$ cat config.mk
export PLATFORM = sky130hd
export DESIGN_NAME = fsw_fuse_access
export DESIGN_NICKNAME = d
export VERILOG_FILES = /design/src/fsw_pkg.sv /design/src/fsw_level_if.sv /design/src/fsw_level_edge.sv /design/src/fsw_fuse_access.sv
export SDC_FILE = /design/constraint.sdc
export NUM_CORES = 1
export LEC_CHECK = 0
export BUFFER_PORTS_ARGS = -buffer_cell sky130_fd_sc_hd__clkbuf_2
export CAP_MARGIN = 0
export CELL_PAD_IN_SITES_DETAIL_PLACEMENT = 2
export CELL_PAD_IN_SITES_GLOBAL_PLACEMENT = 2
export CORE_MARGIN = 8
export CORE_UTILIZATION = 36
export CTS_CLUSTER_SIZE = 16
export DETAILED_ROUTE_END_ITERATION = 12
export GPL_TIMING_DRIVEN = 0
export MAX_ROUTING_LAYER = met4
export PLACE_DENSITY_LB_ADDON = 0.1
export SLEW_MARGIN = 20
export SYNTH_ARGS = -nofsm -noshare
export SYNTH_HDL_FRONTEND = slang
export SYNTH_HIERARCHICAL = 1
export SYNTH_SLANG_ARGS = --single-unit
$ cat constraint.sdc
create_clock -name mclk -period 3.05 [get_ports mclk]
set_clock_uncertainty 0.1 [all_clocks]
set_input_delay 0.305 -clock mclk [delete_from_list [all_inputs] [get_ports mclk]]
set_output_delay 0.305 -clock mclk [all_outputs]
set_load 0.01 [all_outputs]
$ cat src/fsw_pkg.sv
// Purpose: constants for the supply-pin fuse access decoder
// Assumes: supply level already classified into low/mid/high codes
// Notes: keys are counts of mid-level pulses between high-level pulses
package fsw_pkg;
  // supply level classes
  typedef enum logic [1:0] {
    FSW_LVL_LOW  = 2'b00,
    FSW_LVL_MID  = 2'b01,
    FSW_LVL_HIGH = 2'b10
  } fsw_level_t;
  // register identities after key decode
  typedef enum logic [2:0] {
    FSW_REG_NONE  = 3'b000,
    FSW_REG_TRIAL = 3'b001,
    FSW_REG_MAG   = 3'b010,
    FSW_REG_SIGN  = 3'b011,
    FSW_REG_OUTLK = 3'b100
  } fsw_reg_t;
  typedef enum logic [1:0] {
    FSW_MODE_TRIAL = 2'b00,
    FSW_MODE_BLOW  = 2'b01,
    FSW_MODE_READ  = 2'b10
  } fsw_mode_t;
  // key mid-pulse counts
  localparam logic [3:0] FSW_KEY_REG_MAG = 4'h0;
  localparam logic [3:0] FSW_KEY_REG_SIGN = 4'h1;
  localparam logic [3:0] FSW_KEY_REG_OUTLK = 4'h3;
  localparam logic [3:0] FSW_KEY_TRIAL_OUTCHK = 4'h3;
  localparam logic [3:0] FSW_KEY_MODE_BLOW = 4'hb;
  localparam logic [3:0] FSW_KEY_MODE_READ = 4'hc;
  // widths and reset values
  localparam int FSW_MAG_W = 8;
  localparam int FSW_OUTLK_W = 5;
  localparam int FSW_TRIAL_W = 4;
  localparam logic [7:0] FSW_MAG_RST = 8'h00;
  localparam logic [0:0] FSW_SIGN_RST = 1'h0;
  localparam logic [4:0] FSW_OUTLK_RST = 5'h00;
  // field positions
  localparam int FSW_SLOW_LSB = 0;
  localparam int FSW_SENSE_BIT = 2;
  localparam int FSW_LOCK_BIT = 4;
  localparam int FSW_CHK_BIT = 3;
  localparam logic [3:0] FSW_CODE_CHK_LOW = 4'h8;
  localparam logic [3:0] FSW_CODE_CHK_HIGH = 4'h9;
  localparam logic [1:0] FSW_SLOW_MIN = 2'h1;
  localparam logic [1:0] FSW_SLOW_MAX = 2'h3;
  // timing
  localparam int FSW_CLK_MHZ = 200;
  localparam int FSW_BLOW_NS = 100;
  localparam int FSW_BLOW_CYC = (FSW_BLOW_NS * FSW_CLK_MHZ + 999) / 1000;
endpackage

$ cat src/fsw_level_if.sv
// Purpose: carries classified pulse events to the key decoder
// Assumes: one pulse per event
// Notes: none
`timescale 1ns/1ps
interface fsw_level_if;
  logic mid_fall;
  logic high_fall;
  logic high_rise;
  logic idle_low;
  modport src (output mid_fall, output high_fall, output high_rise, output idle_low);
  modport dst (input mid_fall, input high_fall, input high_rise, input idle_low);
endinterface

$ cat src/fsw_level_edge.sv
// Purpose: turns supply level codes into edge events and a low-level flag
// Assumes: level code synchronous to mclk
// Notes: edge events are one-cycle pulses; idle_low is a level
`timescale 1ns/1ps
module fsw_level_edge (
  input wire logic mclk,
  input wire logic rst_b,
  input wire fsw_pkg::fsw_level_t supply_level,
  fsw_level_if.src ev
);
  import fsw_pkg::*;
  fsw_level_t prev_r;
  fsw_level_t prev_nxt;

  always_comb begin
    prev_nxt = supply_level;
  end

  always_ff @(posedge mclk or negedge rst_b) begin
    if (!rst_b) begin
      prev_r <= FSW_LVL_LOW;
    end else begin
      prev_r <= prev_nxt;
    end
  end

  // falling edges count as the event
  assign ev.mid_fall = (prev_r == FSW_LVL_MID) && (supply_level == FSW_LVL_LOW);
  assign ev.high_fall = (prev_r == FSW_LVL_HIGH) && (supply_level != FSW_LVL_HIGH);
  assign ev.high_rise = (prev_r != FSW_LVL_HIGH) && (supply_level == FSW_LVL_HIGH);
  assign ev.idle_low = (supply_level == FSW_LVL_LOW);
endmodule

$ cat src/fsw_fuse_access.sv
// Purpose: decodes supply-pin pulse keys to reach one-time fuse registers
// Assumes: levels pre-classified; fuse states come from sense amps
// Notes: blow strobe is a pulse to the fuse driver
`timescale 1ns/1ps
module fsw_fuse_access #(
  parameter int MAG_W = 8
) (
  input wire logic mclk,
  input wire logic rst_b,
  input wire fsw_pkg::fsw_level_t supply_level,
  input wire logic blow_request,
  input wire logic [MAG_W-1:0] mag_fuse_blown,
  input wire logic sign_fuse_blown,
  input wire logic [4:0] outlk_fuse_blown,
  input wire logic fuse_marginal_low,
  input wire logic fuse_marginal_high,
  input wire logic magnet_detect,
  output logic switch_output_drive_low,
  output logic supply_current_raise,
  output logic blow_strobe,
  output logic [2:0] blow_reg,
  output logic [7:0] blow_bit,
  output logic [1:0] trial_slowdown,
  output logic [1:0] fuse_check_sel
);
  import fsw_pkg::*;

  // ----------------------------------------------------------------
  // level events
  // ----------------------------------------------------------------
  fsw_level_if ev ();
  fsw_level_edge u_edge (
    .mclk(mclk),
    .rst_b(rst_b),
    .supply_level(supply_level),
    .ev(ev)
  );

  // ----------------------------------------------------------------
  // key decode state
  // ----------------------------------------------------------------
  typedef enum logic [2:0] {
    FSW_ST_IDLE  = 3'b000,
    FSW_ST_KEY1  = 3'b001,
    FSW_ST_KEY2  = 3'b010,
    FSW_ST_KEY3  = 3'b011,
    FSW_ST_TRIAL = 3'b100,
    FSW_ST_ACT   = 3'b101
  } fsw_state_t;

  fsw_state_t st_r, st_nxt;
  logic [3:0] cnt_r, cnt_nxt;
  logic [3:0] k1_r, k1_nxt;
  logic [1:0] nhigh_r, nhigh_nxt;
  fsw_reg_t reg_r, reg_nxt;
  fsw_mode_t mode_r, mode_nxt;
  logic [7:0] addr_r, addr_nxt;
  logic [2:0] bitn_r, bitn_nxt;
  logic blow_r, blow_nxt;
  logic [7:0] blow_cnt_r, blow_cnt_nxt;

  logic locked;
  assign locked = outlk_fuse_blown[FSW_LOCK_BIT];

  // key as seen at the closing high pulse: first gap count, pulse count
  always_comb begin
    st_nxt = st_r;
    cnt_nxt = cnt_r;
    k1_nxt = k1_r;
    nhigh_nxt = nhigh_r;
    reg_nxt = reg_r;
    mode_nxt = mode_r;
    addr_nxt = addr_r;
    bitn_nxt = bitn_r;
    if (ev.mid_fall && cnt_r != 4'hf) begin
      cnt_nxt = cnt_r + 4'h1;
    end
    unique case (st_r)
      FSW_ST_IDLE: begin
        if (ev.high_fall) begin
          st_nxt = FSW_ST_KEY1;
          nhigh_nxt = 2'h1;
          cnt_nxt = 4'h0;
        end
      end
      FSW_ST_KEY1, FSW_ST_KEY2, FSW_ST_TRIAL: begin
        // in FSW_ST_KEY1 a high pulse with no mid pulses before it is a doubled high
        // a high pulse in trial closes the output/lock key
        if (ev.high_fall) begin
          if (cnt_r == 4'h0 && st_r == FSW_ST_KEY1) begin
            nhigh_nxt = 2'h2;
            k1_nxt = FSW_KEY_REG_MAG;
            st_nxt = FSW_ST_KEY2;
          end else if (st_r == FSW_ST_KEY1) begin
            k1_nxt = cnt_r;
            st_nxt = FSW_ST_KEY2;
            // trial register entered: first gap is register key
            if (nhigh_r == 2'h1 && cnt_r == FSW_KEY_TRIAL_OUTCHK) begin
              st_nxt = FSW_ST_TRIAL;
              reg_nxt = FSW_REG_TRIAL;
              mode_nxt = FSW_MODE_TRIAL;
              addr_nxt = 8'h01;
            end
          end else begin
            // second gap is the mode key
            st_nxt = FSW_ST_ACT;
            reg_nxt = FSW_REG_NONE;
            if (nhigh_r == 2'h2 && k1_r == FSW_KEY_REG_MAG) begin
              reg_nxt = FSW_REG_MAG;
            end else if (nhigh_r == 2'h1 && k1_r == FSW_KEY_REG_SIGN) begin
              reg_nxt = FSW_REG_SIGN;
            end else if (nhigh_r == 2'h1 && k1_r == FSW_KEY_REG_OUTLK) begin
              reg_nxt = FSW_REG_OUTLK;
            end
            mode_nxt = (cnt_r == FSW_KEY_MODE_READ) ? FSW_MODE_READ : FSW_MODE_BLOW;
            if (locked) begin
              reg_nxt = FSW_REG_NONE;
            end
            addr_nxt = 8'h01;
            bitn_nxt = 3'h0;
          end
          cnt_nxt = 4'h0;
        end else if (ev.mid_fall && st_r == FSW_ST_TRIAL) begin
          // mid pulses walk the trial code; fuse checks survive lock
          addr_nxt = addr_r + 8'h01;
        end
      end
      FSW_ST_KEY3: begin
        st_nxt = FSW_ST_IDLE;
      end
      FSW_ST_ACT: begin
        // address stops at the msb
        if (ev.mid_fall && reg_r != FSW_REG_NONE && !addr_r[7]) begin
          addr_nxt = {addr_r[6:0], 1'b0};
          bitn_nxt = bitn_r + 3'h1;
        end
      end
      default: begin
        st_nxt = FSW_ST_IDLE;
      end
    endcase
    // power-down while idle clears the register selection
    if (ev.idle_low && st_r == FSW_ST_IDLE) begin
      reg_nxt = FSW_REG_NONE;
    end
  end

  always_ff @(posedge mclk or negedge rst_b) begin
    if (!rst_b) begin
      st_r <= FSW_ST_IDLE;
      cnt_r <= 4'h0;
      k1_r <= 4'h0;
      nhigh_r <= 2'h0;
      reg_r <= FSW_REG_NONE;
      mode_r <= FSW_MODE_TRIAL;
      addr_r <= 8'h00;
      bitn_r <= 3'h0;
    end else begin
      st_r <= st_nxt;
      cnt_r <= cnt_nxt;
      k1_r <= k1_nxt;
      nhigh_r <= nhigh_nxt;
      reg_r <= reg_nxt;
      mode_r <= mode_nxt;
      addr_r <= addr_nxt;
      bitn_r <= bitn_nxt;
    end
  end

  // ----------------------------------------------------------------
  // trial register decode
  // ----------------------------------------------------------------
  logic trial_active;
  logic [3:0] tcode;
  logic sense_trial;
  logic sense_eff;
  assign trial_active = (st_r == FSW_ST_TRIAL);
  assign tcode = addr_r[3:0];
  assign sense_trial = trial_active && !locked && tcode[FSW_SENSE_BIT] && !tcode[FSW_CHK_BIT];
  // permanent sense fuse or trial sense bit
  assign sense_eff = outlk_fuse_blown[FSW_SENSE_BIT] | sense_trial;

  logic [1:0] slow_nxt, slow_r;
  logic [1:0] chk_nxt, chk_r;
  always_comb begin
    slow_nxt = outlk_fuse_blown[1:0];
    chk_nxt = 2'b00;
    if (trial_active && !locked && !tcode[FSW_CHK_BIT] && tcode[1:0] != 2'b00) begin
      slow_nxt = tcode[1:0];
    end
    if (trial_active && tcode == FSW_CODE_CHK_LOW) begin
      chk_nxt = 2'b01;
    end else if (trial_active && tcode == FSW_CODE_CHK_HIGH) begin
      chk_nxt = 2'b10;
    end
  end

  // ----------------------------------------------------------------
  // blow strobe and output
  // ----------------------------------------------------------------
  logic blow_ok;
  assign blow_ok = (st_r == FSW_ST_ACT) && (mode_r == FSW_MODE_BLOW) && (reg_r != FSW_REG_NONE) && !locked;

  always_comb begin
    blow_nxt = 1'b0;
    blow_cnt_nxt = blow_cnt_r;
    if (blow_cnt_r != 8'h00) begin
      blow_cnt_nxt = blow_cnt_r - 8'h01;
      blow_nxt = 1'b1;
    end else if (blow_request && blow_ok && !blow_r) begin
      blow_cnt_nxt = 8'(FSW_BLOW_CYC - 1);
      blow_nxt = 1'b1;
    end
  end

  logic read_bit;
  logic read_active;
  logic out_low_nxt, out_low_r;
  logic cur_nxt, cur_r;
  assign read_active = (st_r == FSW_ST_ACT) && (mode_r == FSW_MODE_READ) && (reg_r != FSW_REG_NONE);
  always_comb begin
    unique case (reg_r)
      FSW_REG_MAG: read_bit = mag_fuse_blown[bitn_r];
      FSW_REG_SIGN: read_bit = (bitn_r == 3'h0) ? sign_fuse_blown : 1'b0;
      FSW_REG_OUTLK: read_bit = (bitn_r <= 3'h4) ? outlk_fuse_blown[bitn_r] : 1'b0;
      default: read_bit = 1'b0;
    endcase
    if (read_active) begin
      out_low_nxt = read_bit;
    end else begin
      out_low_nxt = magnet_detect ^ sense_eff;
    end
    cur_nxt = (chk_r == 2'b01 && fuse_marginal_low) || (chk_r == 2'b10 && fuse_marginal_high);
  end

  always_ff @(posedge mclk or negedge rst_b) begin
    if (!rst_b) begin
      slow_r <= 2'h0;
      chk_r <= 2'h0;
      blow_r <= 1'b0;
      blow_cnt_r <= 8'h00;
      out_low_r <= 1'b0;
      cur_r <= 1'b0;
    end else begin
      slow_r <= slow_nxt;
      chk_r <= chk_nxt;
      blow_r <= blow_nxt;
      blow_cnt_r <= blow_cnt_nxt;
      out_low_r <= out_low_nxt;
      cur_r <= cur_nxt;
    end
  end

  assign switch_output_drive_low = out_low_r;
  assign supply_current_raise = cur_r;
  assign blow_strobe = blow_r;
  assign blow_reg = reg_r;
  assign blow_bit = addr_r;
  assign trial_slowdown = slow_r;
  assign fuse_check_sel = chk_r;
endmodule

Yosys cells after proc, flatten, opt, wreduce, memory -nomap -nowiden

Index checks and enable logic that the tools add are counted.

Bitwise logic cells: 4
Muxes and demuxes: 55
Reductions and logical operators: 56
$add $sub $neg: 4
Equal/unequal tests: 35
Magnitude comparators: 2

Operators with widths:

| operator                                                              | number |
|---|---|
| 8-bit 2-to-1 mux                                                      | 8 |
| 3-bit 2-to-1 mux                                                      | 19 |
| 1-bit logical AND                                                     | 28 |
| 4-bit 2-to-1 mux                                                      | 5 |
| 2-bit 2-to-1 mux                                                      | 9 |
| 8-bit case mux with 2 select lines                                    | 1 |
| 2-bit inequality test, second input constant                          | 7 |
| 2-bit nonzero test                                                    | 7 |
| 4-bit equality test, second input constant                            | 3 |
| 4-bit AND reduction                                                   | 3 |
| 5-bit AND reduction                                                   | 2 |
| 3-bit by 2-bit equality test with 1-bit output, second input constant | 3 |
| 3-bit equality test, second input constant                            | 3 |
| 3-bit case mux with 3 select lines                                    | 1 |
| 8-bit by 1-bit adder with 8-bit output, second input constant         | 1 |
| 2-bit by 1-bit equality test with 1-bit output, second input constant | 4 |
| 2-bit equality test, second input constant                            | 4 |
| 4-bit by 2-bit equality test with 1-bit output, second input constant | 2 |
| 4-bit logical NOT                                                     | 2 |
| 4-bit inequality test, second input constant                          | 2 |
| 8-bit nonzero test                                                    | 1 |
| 8-bit by 1-bit subtractor with 8-bit output, second input constant    | 1 |
| 1-bit 2-to-1 mux                                                      | 7 |
| 1-bit binary-select mux with 3-bit select                             | 2 |
| other kinds (23)                                                      | 31 |

Word-level logic and storage cells: 171
Output and inout port bits: 18
Input bits: 22
Bits in registers: 46

Depth between registers and ports, before layout

Gate-level depths: netlist (run 1).

Word-level depth: 11
Mapped depth: 8
Depth with buffers taken out: 6

Cells and area by module

Netlist (run 1), hierarchy kept.

Modules (own cells, without submodules):

| module          | cells an instance | instances | sequential area each (um2) | area an instance (um2) |
|---|---|---|---|---|
| fsw_fuse_access | 269               | 1         | 1101.1                     | 2590.0 |
| fsw_level_edge  | 8                 | 1         | 50.0                       | 110.1 |

Worst setup path after synthesis (run 1)

OpenSTA, ideal clock, no wires.

Path kind: register to register
Start: register u_edge.prev_r[0]
End: register addr_r[2] (netlist: blow_bit[2])
Slack: 0.939 ns
Arrival: 1.885 ns
Buffers on the path: 1
Library setup time: 0.126 ns
Data required time: 2.824 ns
Clock period less this slack: 2.111 ns
Cell stages (with the launch flop): 8
Cells stage by stage: dfrtp_1 > nor2b_4 > a21boi_2 > clkbuf_1 > o211a_1 > a21oi_2 > or3_1 > a221o_1

Elaborated cells between the ends (all ways): 14
Classes of those cells: eq/ne: 6; mux: 2; reduce/logical: 6

RTL lines:

| element                                                                                    | RTL line               | source |
|---|---|---|
| start, declared                                                                            | fsw_level_edge.sv:12   | `fsw_level_t prev_r;` |
| start signal, assigned                                                                     | fsw_level_edge.sv:23   | `prev_r <= prev_nxt;` |
| 2-bit equality test *                                                                      | fsw_level_edge.sv:29   | `assign ev.high_fall = (prev_r == FSW_LVL_HIGH) && (supply_level != FSW_LVL_HIGH);` |
| 1-bit logical AND *                                                                        | fsw_level_edge.sv:29   |  |
| via ev.high_fall                                                                           | fsw_level_if.sv:7      | `logic high_fall;` |
| 4-bit inequality test (no source line), or another cell as far along                       | -                      |  |
| 5-bit AND reduction (no source line) or 8-bit case mux with 2 select lines (tied branches) | -                      |  |
| end signal, assigned                                                                       | fsw_fuse_access.sv:165 | `addr_r <= addr_nxt;` |
| end, declared                                                                              | fsw_fuse_access.sv:57  | `logic [7:0] addr_r, addr_nxt;` |

The timed path passes the listed nets; every way through them passes the cells marked *.
A chain may end at the register's enable or synchronous reset.

Worst setup path after layout (run 1)

Same ends and word-level chain as after synthesis.

==> impl_metrics.py, run 1 <==
metrics = {
    "critical_path": {
        "cp.arrival_ns": 2.62,
        "crit_required_ns": 3.14,
        "crit_chain": "nor2b_4 -> a21boi_2 -> clkbuf_1 -> o211a_1 -> a21oi_2 -> or3_1 -> a221o_1",
        "max_stage_delay_ns": 0.42,
        "worst-path-stages": 7,
        "r2r_cells": 7,
        "critPathBufInv": 1,
        "endpoint": "blow_bit[2]",
        "r2r_start": "u_edge/prev_r[0]",
        "crit_slowest_cell": "dfrtp_1",
        "crit_start": "u_edge/prev_r[0]",
        "end_kind": "flip-flop",
        "crit_path_max_fanout": 10,
        "start_kind": "flip-flop",
        "ff2ff_setup_slack_ns": 0.52,
        "r2r-end": "blow_bit[2]",
        "path_class": "reg -> reg",
        "crit_family": "compound AO/OA/AOI/OAI gates",
    },
    "die": {
        "die_area_mm2": 0.0105,
        "ioPinCount": 40,
        "fp.dieH_um": 102,
        "die_w_um": 102,
        "start_util_pct": 37.1,
        "placeableCoreArea_mm2": 0.00725,
        "row_count": 31,
    },
    "placement": {
        "pre_cts_ws_ns": 0.548,
        "dp.cells": 414,
        "dp_hpwl_mm": 5.78,
        "place_congestion": 0.757,
        "port_buffers": 39,
    },
    "global_route": {
        "grt_pass1_wl_mm": 13.1,
        "track_usage_pct": 16.6,
        "grt_pass1_vias": 2501,
        "antenna_found_initial": 0,
        "gr-total-overflow": 0,
        "grt_max_degree": 47,
    },
    "clock_network": {
        "cts_sinks": 46,
        "clk_path_buf_depth": 2,
        "postCtsSetupRepairBufs": 0,
        "cts_root_buffer": "clkbuf_8",
        "cts_htree_levels": 2,
        "clk_pin_slew_ns": 0.09,
        "cts_resized": 0,
        "cts_tree": "yes",
        "cts_buffers": 5,
        "ctsHoldBuffers": 1,
        "clk-insertion-delay-late_ns": 0.30,
    },
    "timing": {
        "rsz0062_at_grt": "no",
        "fin_ws_ns": 0.521,
        "min_period_over_period_pct": 82.9,
        "slew_viol_final": 0,
        "fin_setup_tns_ns": 0,
        "setup_viol": 0,
        "relSlewSlack_pct": 51.4,
        "finalHoldViolCount": 0,
        "tightest_slew_ns": 0.719,
        "finalCriticalPeriod_ns": 2.53,
        "fmax_mhz": 395,
    },
    "yosys": {
        "postSynthCellCount": 276,
        "syn_area_mm2": 0.00269,
        "synth_fp_nets": 307,
        "post_synth.cell_area_avg_um2": 9.74,
        "ys_warn_count": 6,
    },
    "finish": {
        "nets": 354,
        "utilization_pct": 42.8,
        "nFillCells": 840,
        "drive_above_1_share_pct": 21.3,
        "fin_cells": 423,
        "areaGrowthSynthToFinish_pct": 15.5,
        "mostFrequentLayoutCells": "dfrtp_1, clkbuf_2, nor2_1",
        "layout.cells.most_common": "dfrtp_1",
        "antenna_cells": 0,
    },
    "power": {
        "leakage_nw": 1.40,
        "ir_drop_uv": 270,
        "power_density_mw_per_mm2": 716,
    },
    "routing": {
        "first_pass_iters": 4,
        "drc_errors": 0,
        "drt-initial-drc-count": 86,
        "ant_nets": 0,
        "drt-total-wl_mm": 7.73,
        "routed_via_density": 5.44,
        "wl_per_cell_um": 18.3,
        "vias": 2300,
    },
    "flow_run": {
        "drv_cap": 0,
    },
    "worst_hold_path": {
        "hold_start": "supply_level[0]",
        "hold_class": "in -> reg",
    },
    "run_status": {
        "status": "finished clean",
    },
}
[metal layers]
layer  global-route usage (%)  up-vias  part of all wire, %
met2                     26.9       37                   48
met4                     3.72        0                 0.84
met1                     20.4     1167                   47
met3                     3.75        6                  4.3
met5                        -        -                    0
li1                         -     1090                    -
[metrics by stage]
step | total power [W] | area, µm² | hold slack [ns]
5_1_grt | 0.00241 | 3110 | 0.0475
4_1_cts | 0.00226 | 3110 | 0.0509
2_1_floorplan | 0.00155 | 2690 | -0.0906
6_report | 0.00222 | 3110 | 0.0614
3_3_place_gp | 0.00181 | 3010 | 0.365
3_5_place_dp | 0.00186 | 3010 | 0.313
[worst min-delay path by stage]
stage / cells past startpoint / endpoint / slack [ns]
6_report: 1 / u_edge/prev_r[0] / 0.06
5_1_grt: 1 / u_edge/prev_r[0] / 0.05
4_1_cts: 1 / u_edge/prev_r[0] / 0.05
3_5_place_dp: 1 / supply_current_raise / 0.31
3_3_place_gp: 1 / blow_cnt_r[7] / 0.36
2_1_floorplan: 0 / bitn_r[0] / -0.09
[power breakdown]
| part | total, W | leakage (nW) | internal (W) | switching (W) |
|---|---|---|---|---|
| clock | 0.000382 | 0.0452 | 0.000162 | 0.000220 |
| combinational | 0.000880 | 0.787 | 0.000365 | 0.000515 |
| sequential | 0.000960 | 0.565 | 0.000761 | 0.000199 |
[layout make-up]
cell class                 instances  area [µm²]  area share, %
multi-input combinational        204        1420           45.7
sequential                        46        1150           37.1
timing repair buffer              40         208           6.69
tap                               99         124           3.99
clock buffer                       6        72.6           2.34
buffer                            11        60.1           1.93
inverter                          15        56.3           1.81
clock inverter                     2        13.8          0.443
No activity file was read; power rests on OpenSTA's default activity.
==> inputs of run 2 (changes only) <==
- ABC_AREA: not set -> 1
- CORE_UTILIZATION: 36 -> 32
- clock period: 3.05 -> 2.5 ns (I/O delays scaled with it)
==> impl_metrics.py, run 2 <==
metrics = {
    "run_status": {
        "status": "finished clean",
    },
    "routing": {
        "routed_via_density": 4.94,
        "drt-initial-drc-count": 34,
        "drc_errors": 0,
        "vias": 2607,
        "ant_nets": 0,
        "first_pass_iters": 4,
        "drt-total-wl_mm": 8.04,
        "wl_per_cell_um": 15.2,
    },
    "yosys": {
        "ys_warn_count": 6,
        "synth_fp_nets": 404,
        "postSynthCellCount": 373,
        "syn_area_mm2": 0.00274,
        "post_synth.cell_area_avg_um2": 7.36,
    },
    "finish": {
        "drive_above_1_share_pct": 16.5,
        "mostFrequentLayoutCells": "nand2_1, inv_1, dfrtp_1",
        "layout.cells.most_common": "nand2_1",
        "nFillCells": 1007,
        "areaGrowthSynthToFinish_pct": 18.1,
        "utilization_pct": 39.2,
        "antenna_cells": 0,
        "nets": 453,
    },
    "clock_network": {
        "clk_pin_slew_ns": 0.09,
        "cts_buffers": 5,
        "cts_root_buffer": "clkbuf_8",
        "cts_htree_levels": 2,
        "cts_tree": "yes",
        "clk-insertion-delay-late_ns": 0.31,
        "postCtsSetupRepairBufs": 0,
        "clk_path_buf_depth": 2,
        "cts_resized": 0,
        "ctsHoldBuffers": 3,
        "cts_sinks": 46,
    },
    "die": {
        "die_w_um": 109,
        "fp.dieH_um": 109,
        "ioPinCount": 40,
        "start_util_pct": 33.2,
        "row_count": 33,
        "placeableCoreArea_mm2": 0.00826,
        "die_area_mm2": 0.0118,
    },
    "critical_path": {
        "start_kind": "primary input",
        "ff2ff_setup_slack_ns": 0.41,
        "r2r_start": "u_edge/prev_r[0]",
        "crit_path_max_fanout": 10,
        "crit_start": "supply_level[1]",
        "endpoint": "blow_bit[2]",
        "r2r_cells": 10,
        "crit_required_ns": 2.64,
        "r2r-end": "blow_bit[2]",
        "cp.arrival_ns": 2.42,
        "end_kind": "flip-flop",
        "path_class": "in -> reg",
    },
    "power": {
        "power.switching_w": 0.00145,
        "ir_drop_uv": 377,
        "combinationalPowerShare_pct": 43.7,
        "clkPwrFrac_pct": 20.6,
        "fin_total_pwr_w": 0.00331,
        "seq_power_share_pct": 35.7,
        "swShare_pct": 43.8,
        "internal_power_w": 0.00186,
        "leakage_nw": 1.67,
        "power_density_mw_per_mm2": 1020,
    },
    "placement": {
        "port_buffers": 39,
        "dp_hpwl_mm": 6.23,
        "pre_cts_ws_ns": 0.435,
        "place_congestion": 0.778,
    },
    "global_route": {
        "antenna_found_initial": 0,
        "grt_pass1_vias": 2933,
        "grt_max_degree": 47,
        "gr-total-overflow": 0,
        "grt_pass1_wl_mm": 14.0,
        "track_usage_pct": 15.1,
    },
    "timing": {
        "fin_ws_ns": 0.213,
        "rsz0062_at_grt": "no",
        "fmax_mhz": 437,
        "timing.hold.ws_ns": 0.0726,
        "finalHoldViolCount": 0,
        "min_period_over_period_pct": 91.5,
        "finalCriticalPeriod_ns": 2.29,
        "setup_viol": 0,
        "fin_setup_tns_ns": 0,
        "tightest_slew_ns": 0.688,
        "slew_viol_final": 0,
        "relSlewSlack_pct": 54.1,
    },
    "flow_run": {
        "drv_cap": 0,
    },
    "worst_hold_path": {
        "hold_class": "in -> reg",
    },
}
## run 2: worst max-delay path: stages
cell,delay (ns)
dlygate4sd3_1,0.53
clkbuf_2,0.11
inv_1,0.06
nor2_1,0.04
nor2_1,0.31
inv_1,0.27
nor2_4,0.25
nand2_1,0.15
nand3_4,0.14
buf_6,0.16
nand2_1,0.08
o21ai_2,0.07
## run 2: per-layer routing
layer	vias up	track usage (%)	wire length (µm)
met4	0	3.52	63
li1	1281	-	-
met3	7	2.86	279
met5	-	-	0
met1	1295	17.1	3500
met2	24	26.9	4200
## run 2: final cells by class
type                            instances  area [µm²]  area share, %
Tap cell                              105         131           4.05
Multi-Input combinational cell        258        1320           40.8
Timing Repair Buffer                   42         228           7.03
Inverter                               66         248           7.64
Sequential cell                        46        1150           35.5
Clock inverter                          3        68.8           2.12
Buffer                                  3        23.8          0.734
Clock buffer                            5        68.8           2.12
## run 2: how the worst min path moves through the flow
stage / from / endpoint / slack, ns / cells after the start
2_1_floorplan: rst_b / bitn_r[0] / -0.15 / 0
3_3_place_gp: supply_level[1] / u_edge/prev_r[1] / 0.27 / 1
3_5_place_dp: rst_b / blow_bit[4] / 0.26 / 1
4_1_cts: outlk_fuse_blown[0] / trial_slowdown[0] / 0.06 / 3
5_1_grt: outlk_fuse_blown[0] / trial_slowdown[0] / 0.08 / 3
6_report: outlk_fuse_blown[0] / trial_slowdown[0] / 0.07 / 3
## run 2: stage by stage
stage	std cells	instance area, µm²
after floorplan	373	2740
after global placement	517	3070
after detailed placement	517	3070
after CTS	528	3240
after global routing	528	3240
final	528	3240
## run 2: power groups by stage
stage	logic, W	registers [W]	clock network, W
3_5_place_dp	0.00146	0.00120	0
2_1_floorplan	0.00102	0.00117	0
5_1_grt	0.00166	0.00122	0.000734
4_1_cts	0.00149	0.00119	0.000717
6_report	0.00145	0.00118	0.000682
3_3_place_gp	0.00139	0.00119	0
==> inputs of run 3 (changes only) <==
- BUFFER_PORTS_ARGS: -buffer_cell sky130_fd_sc_hd__clkbuf_2 -> not set
- CORE_UTILIZATION: 32 -> 36
- DONT_BUFFER_PORTS: not set -> 1
==> impl_metrics.py, run 3 (synthesized netlist as in run 2, its figures left out) <==
metrics = {
    "placement": {
        "place_congestion": 0.781,
        "port_buffers": 0,
        "dp_hpwl_mm": 5.97,
        "placed_cell_area_mm2": 0.00287,
    },
    "power": {
        "power_density_mw_per_mm2": 998,
        "seq_power_share_pct": 40.3,
        "fin_total_pwr_w": 0.00305,
        "combinationalPowerShare_pct": 43.7,
        "leakage_nw": 1.51,
        "ir_drop_uv": 448,
        "internal_power_w": 0.00164,
        "clkPwrFrac_pct": 15.9,
        "power.switching_w": 0.00141,
        "swShare_pct": 46.2,
    },
    "critical_path": {
        "end_kind": "flip-flop",
        "crit_path_max_fanout": 8,
        "path_class": "reg -> reg",
        "crit_family": "simple AND/OR/NAND/NOR gates",
        "cp.arrival_ns": 2.11,
        "crit_required_ns": 2.59,
        "critPathBufInv": 3,
        "start_kind": "flip-flop",
        "crit_slowest_cell": "dfrtp_1",
        "crit_chain": "inv_1 -> nand2_1 -> nor2_1 -> inv_1 -> nor2_4 -> nand2_1 -> nand3_4 -> inv_1 -> nand2_1 -> nand2_1",
        "path_common_cell": "nand2_1",
        "max_stage_delay_ns": 0.39,
    },
    "timing": {
        "finalCriticalPeriod_ns": 2.02,
        "fmax_mhz": 495,
        "fin_setup_tns_ns": 0,
        "rsz0062_at_grt": "no",
        "relSlewSlack_pct": 72.2,
        "tightest_slew_ns": 0.413,
        "finalHoldViolCount": 0,
        "slew_viol_final": 0,
        "setup_viol": 0,
        "min_period_over_period_pct": 80.9,
    },
    "finish": {
        "drive_above_1_share_pct": 8.25,
        "mostFrequentLayoutCells": "nand2_1, inv_1, dfrtp_1",
        "nets": 418,
        "design_area_mm2": 0.00305,
        "areaGrowthSynthToFinish_pct": 11.3,
        "utilization_pct": 40.4,
        "antenna_cells": 0,
        "layout.cells.most_common": "nand2_1",
    },
    "global_route": {
        "antenna_found_initial": 0,
        "grt_max_degree": 47,
        "gr-total-overflow": 0,
        "track_usage_pct": 16.3,
        "grt_pass1_wl_mm": 13.3,
        "grt_pass1_vias": 2781,
    },
    "die": {
        "ioPinCount": 40,
        "die_w_um": 103,
        "die_area_mm2": 0.0107,
        "fp.dieH_um": 103,
        "row_count": 32,
        "start_util_pct": 36.3,
        "placeableCoreArea_mm2": 0.00757,
    },
    "routing": {
        "drt-total-wl_mm": 7.82,
        "first_pass_iters": 4,
        "ant_nets": 0,
        "routed_via_density": 5.08,
        "drt-initial-drc-count": 35,
        "drc_errors": 0,
        "vias": 2491,
        "wl_per_cell_um": 16.0,
    },
    "clock_network": {
        "postCtsSetupRepairBufs": 0,
        "cts_sinks": 46,
        "cts_buffers": 5,
        "cts_root_buffer": "clkbuf_8",
        "cts_tree": "yes",
        "clk_path_buf_depth": 2,
        "clk-insertion-delay-late_ns": 0.29,
        "clk_pin_slew_ns": 0.09,
        "cts_htree_levels": 2,
    },
    "worst_hold_path": {
        "hold_class": "in -> reg",
    },
    "flow_run": {
        "drv_cap": 0,
    },
    "run_status": {
        "status": "finished clean",
    },
}
## run 3: cell type report
class,count,area (µm²)
Timing Repair Buffer,7,87.6
Fill cell,891,4510
Clock buffer,6,82.6
Tap cell,102,128
Sequential cell,46,1150
Clock inverter,2,12.5
Inverter,66,248
Multi-Input combinational cell,258,1320
Buffer,3,23.8
## run 3: metrics by stage
step / worst slack, ns / cells / hold slack [ns]
finish: 0.478 / 490 / 0.0535
global route: 0.246 / 490 / 0.0557
CTS: 0.437 / 490 / 0.0384
detailed placement: 0.462 / 475 / -0.144
global placement: 0.469 / 475 / -0.144
floorplan: 0.892 / 373 / -0.146
## run 3: path summary, 6_finish.rpt
path	start	end	slack, ns	cells after the start
worst min-delay path	outlk_fuse_blown[4]	blow_strobe	0.05	3
max in group asynchronous	rst_b	switch_output_drive_low	1.71	2
worst max register to register	u_edge/prev_r[0]	blow_bit[4]	0.48	10
worst min register to register	mode_r[1]	mode_r[1]	0.43	2
worst max-delay path	u_edge/prev_r[0]	blow_bit[4]	0.48	10
min in group asynchronous	rst_b	blow_bit[5]	0.38	2
## run 3: power by group through the flow
stage	Clock, W	Combinational [W]	Sequential, W
finish	0.000486	0.00133	0.00123
global placement	0	0.00126	0.00123
detailed placement	0	0.00132	0.00125
floorplan	0	0.00102	0.00117
CTS	0.000510	0.00136	0.00124
global route	0.000529	0.00154	0.00127
## run 3: layer usage
metal / global-route usage (%) / wire [µm] / up-vias
met1: 17.5 / 3300 / 1250
met2: 30.6 / 4210 / 32
met5: - / 0 / -
met3: 2.48 / 247 / 4
met4: 3.89 / 68 / 0
li1: - / - / 1205
## run 3: what timing repair did
action                     in CTS  in global routing
setup endpoints to repair       0                  0
hold endpoints to repair       51                  0
resized for setup               0                  0
hold buffers                    7                  0
## run 3: tightest hold or removal path, cell delays in order
cell and delay (ns):
nor4_1 0.03, nand2_1 0.08, nand2_1 0.06
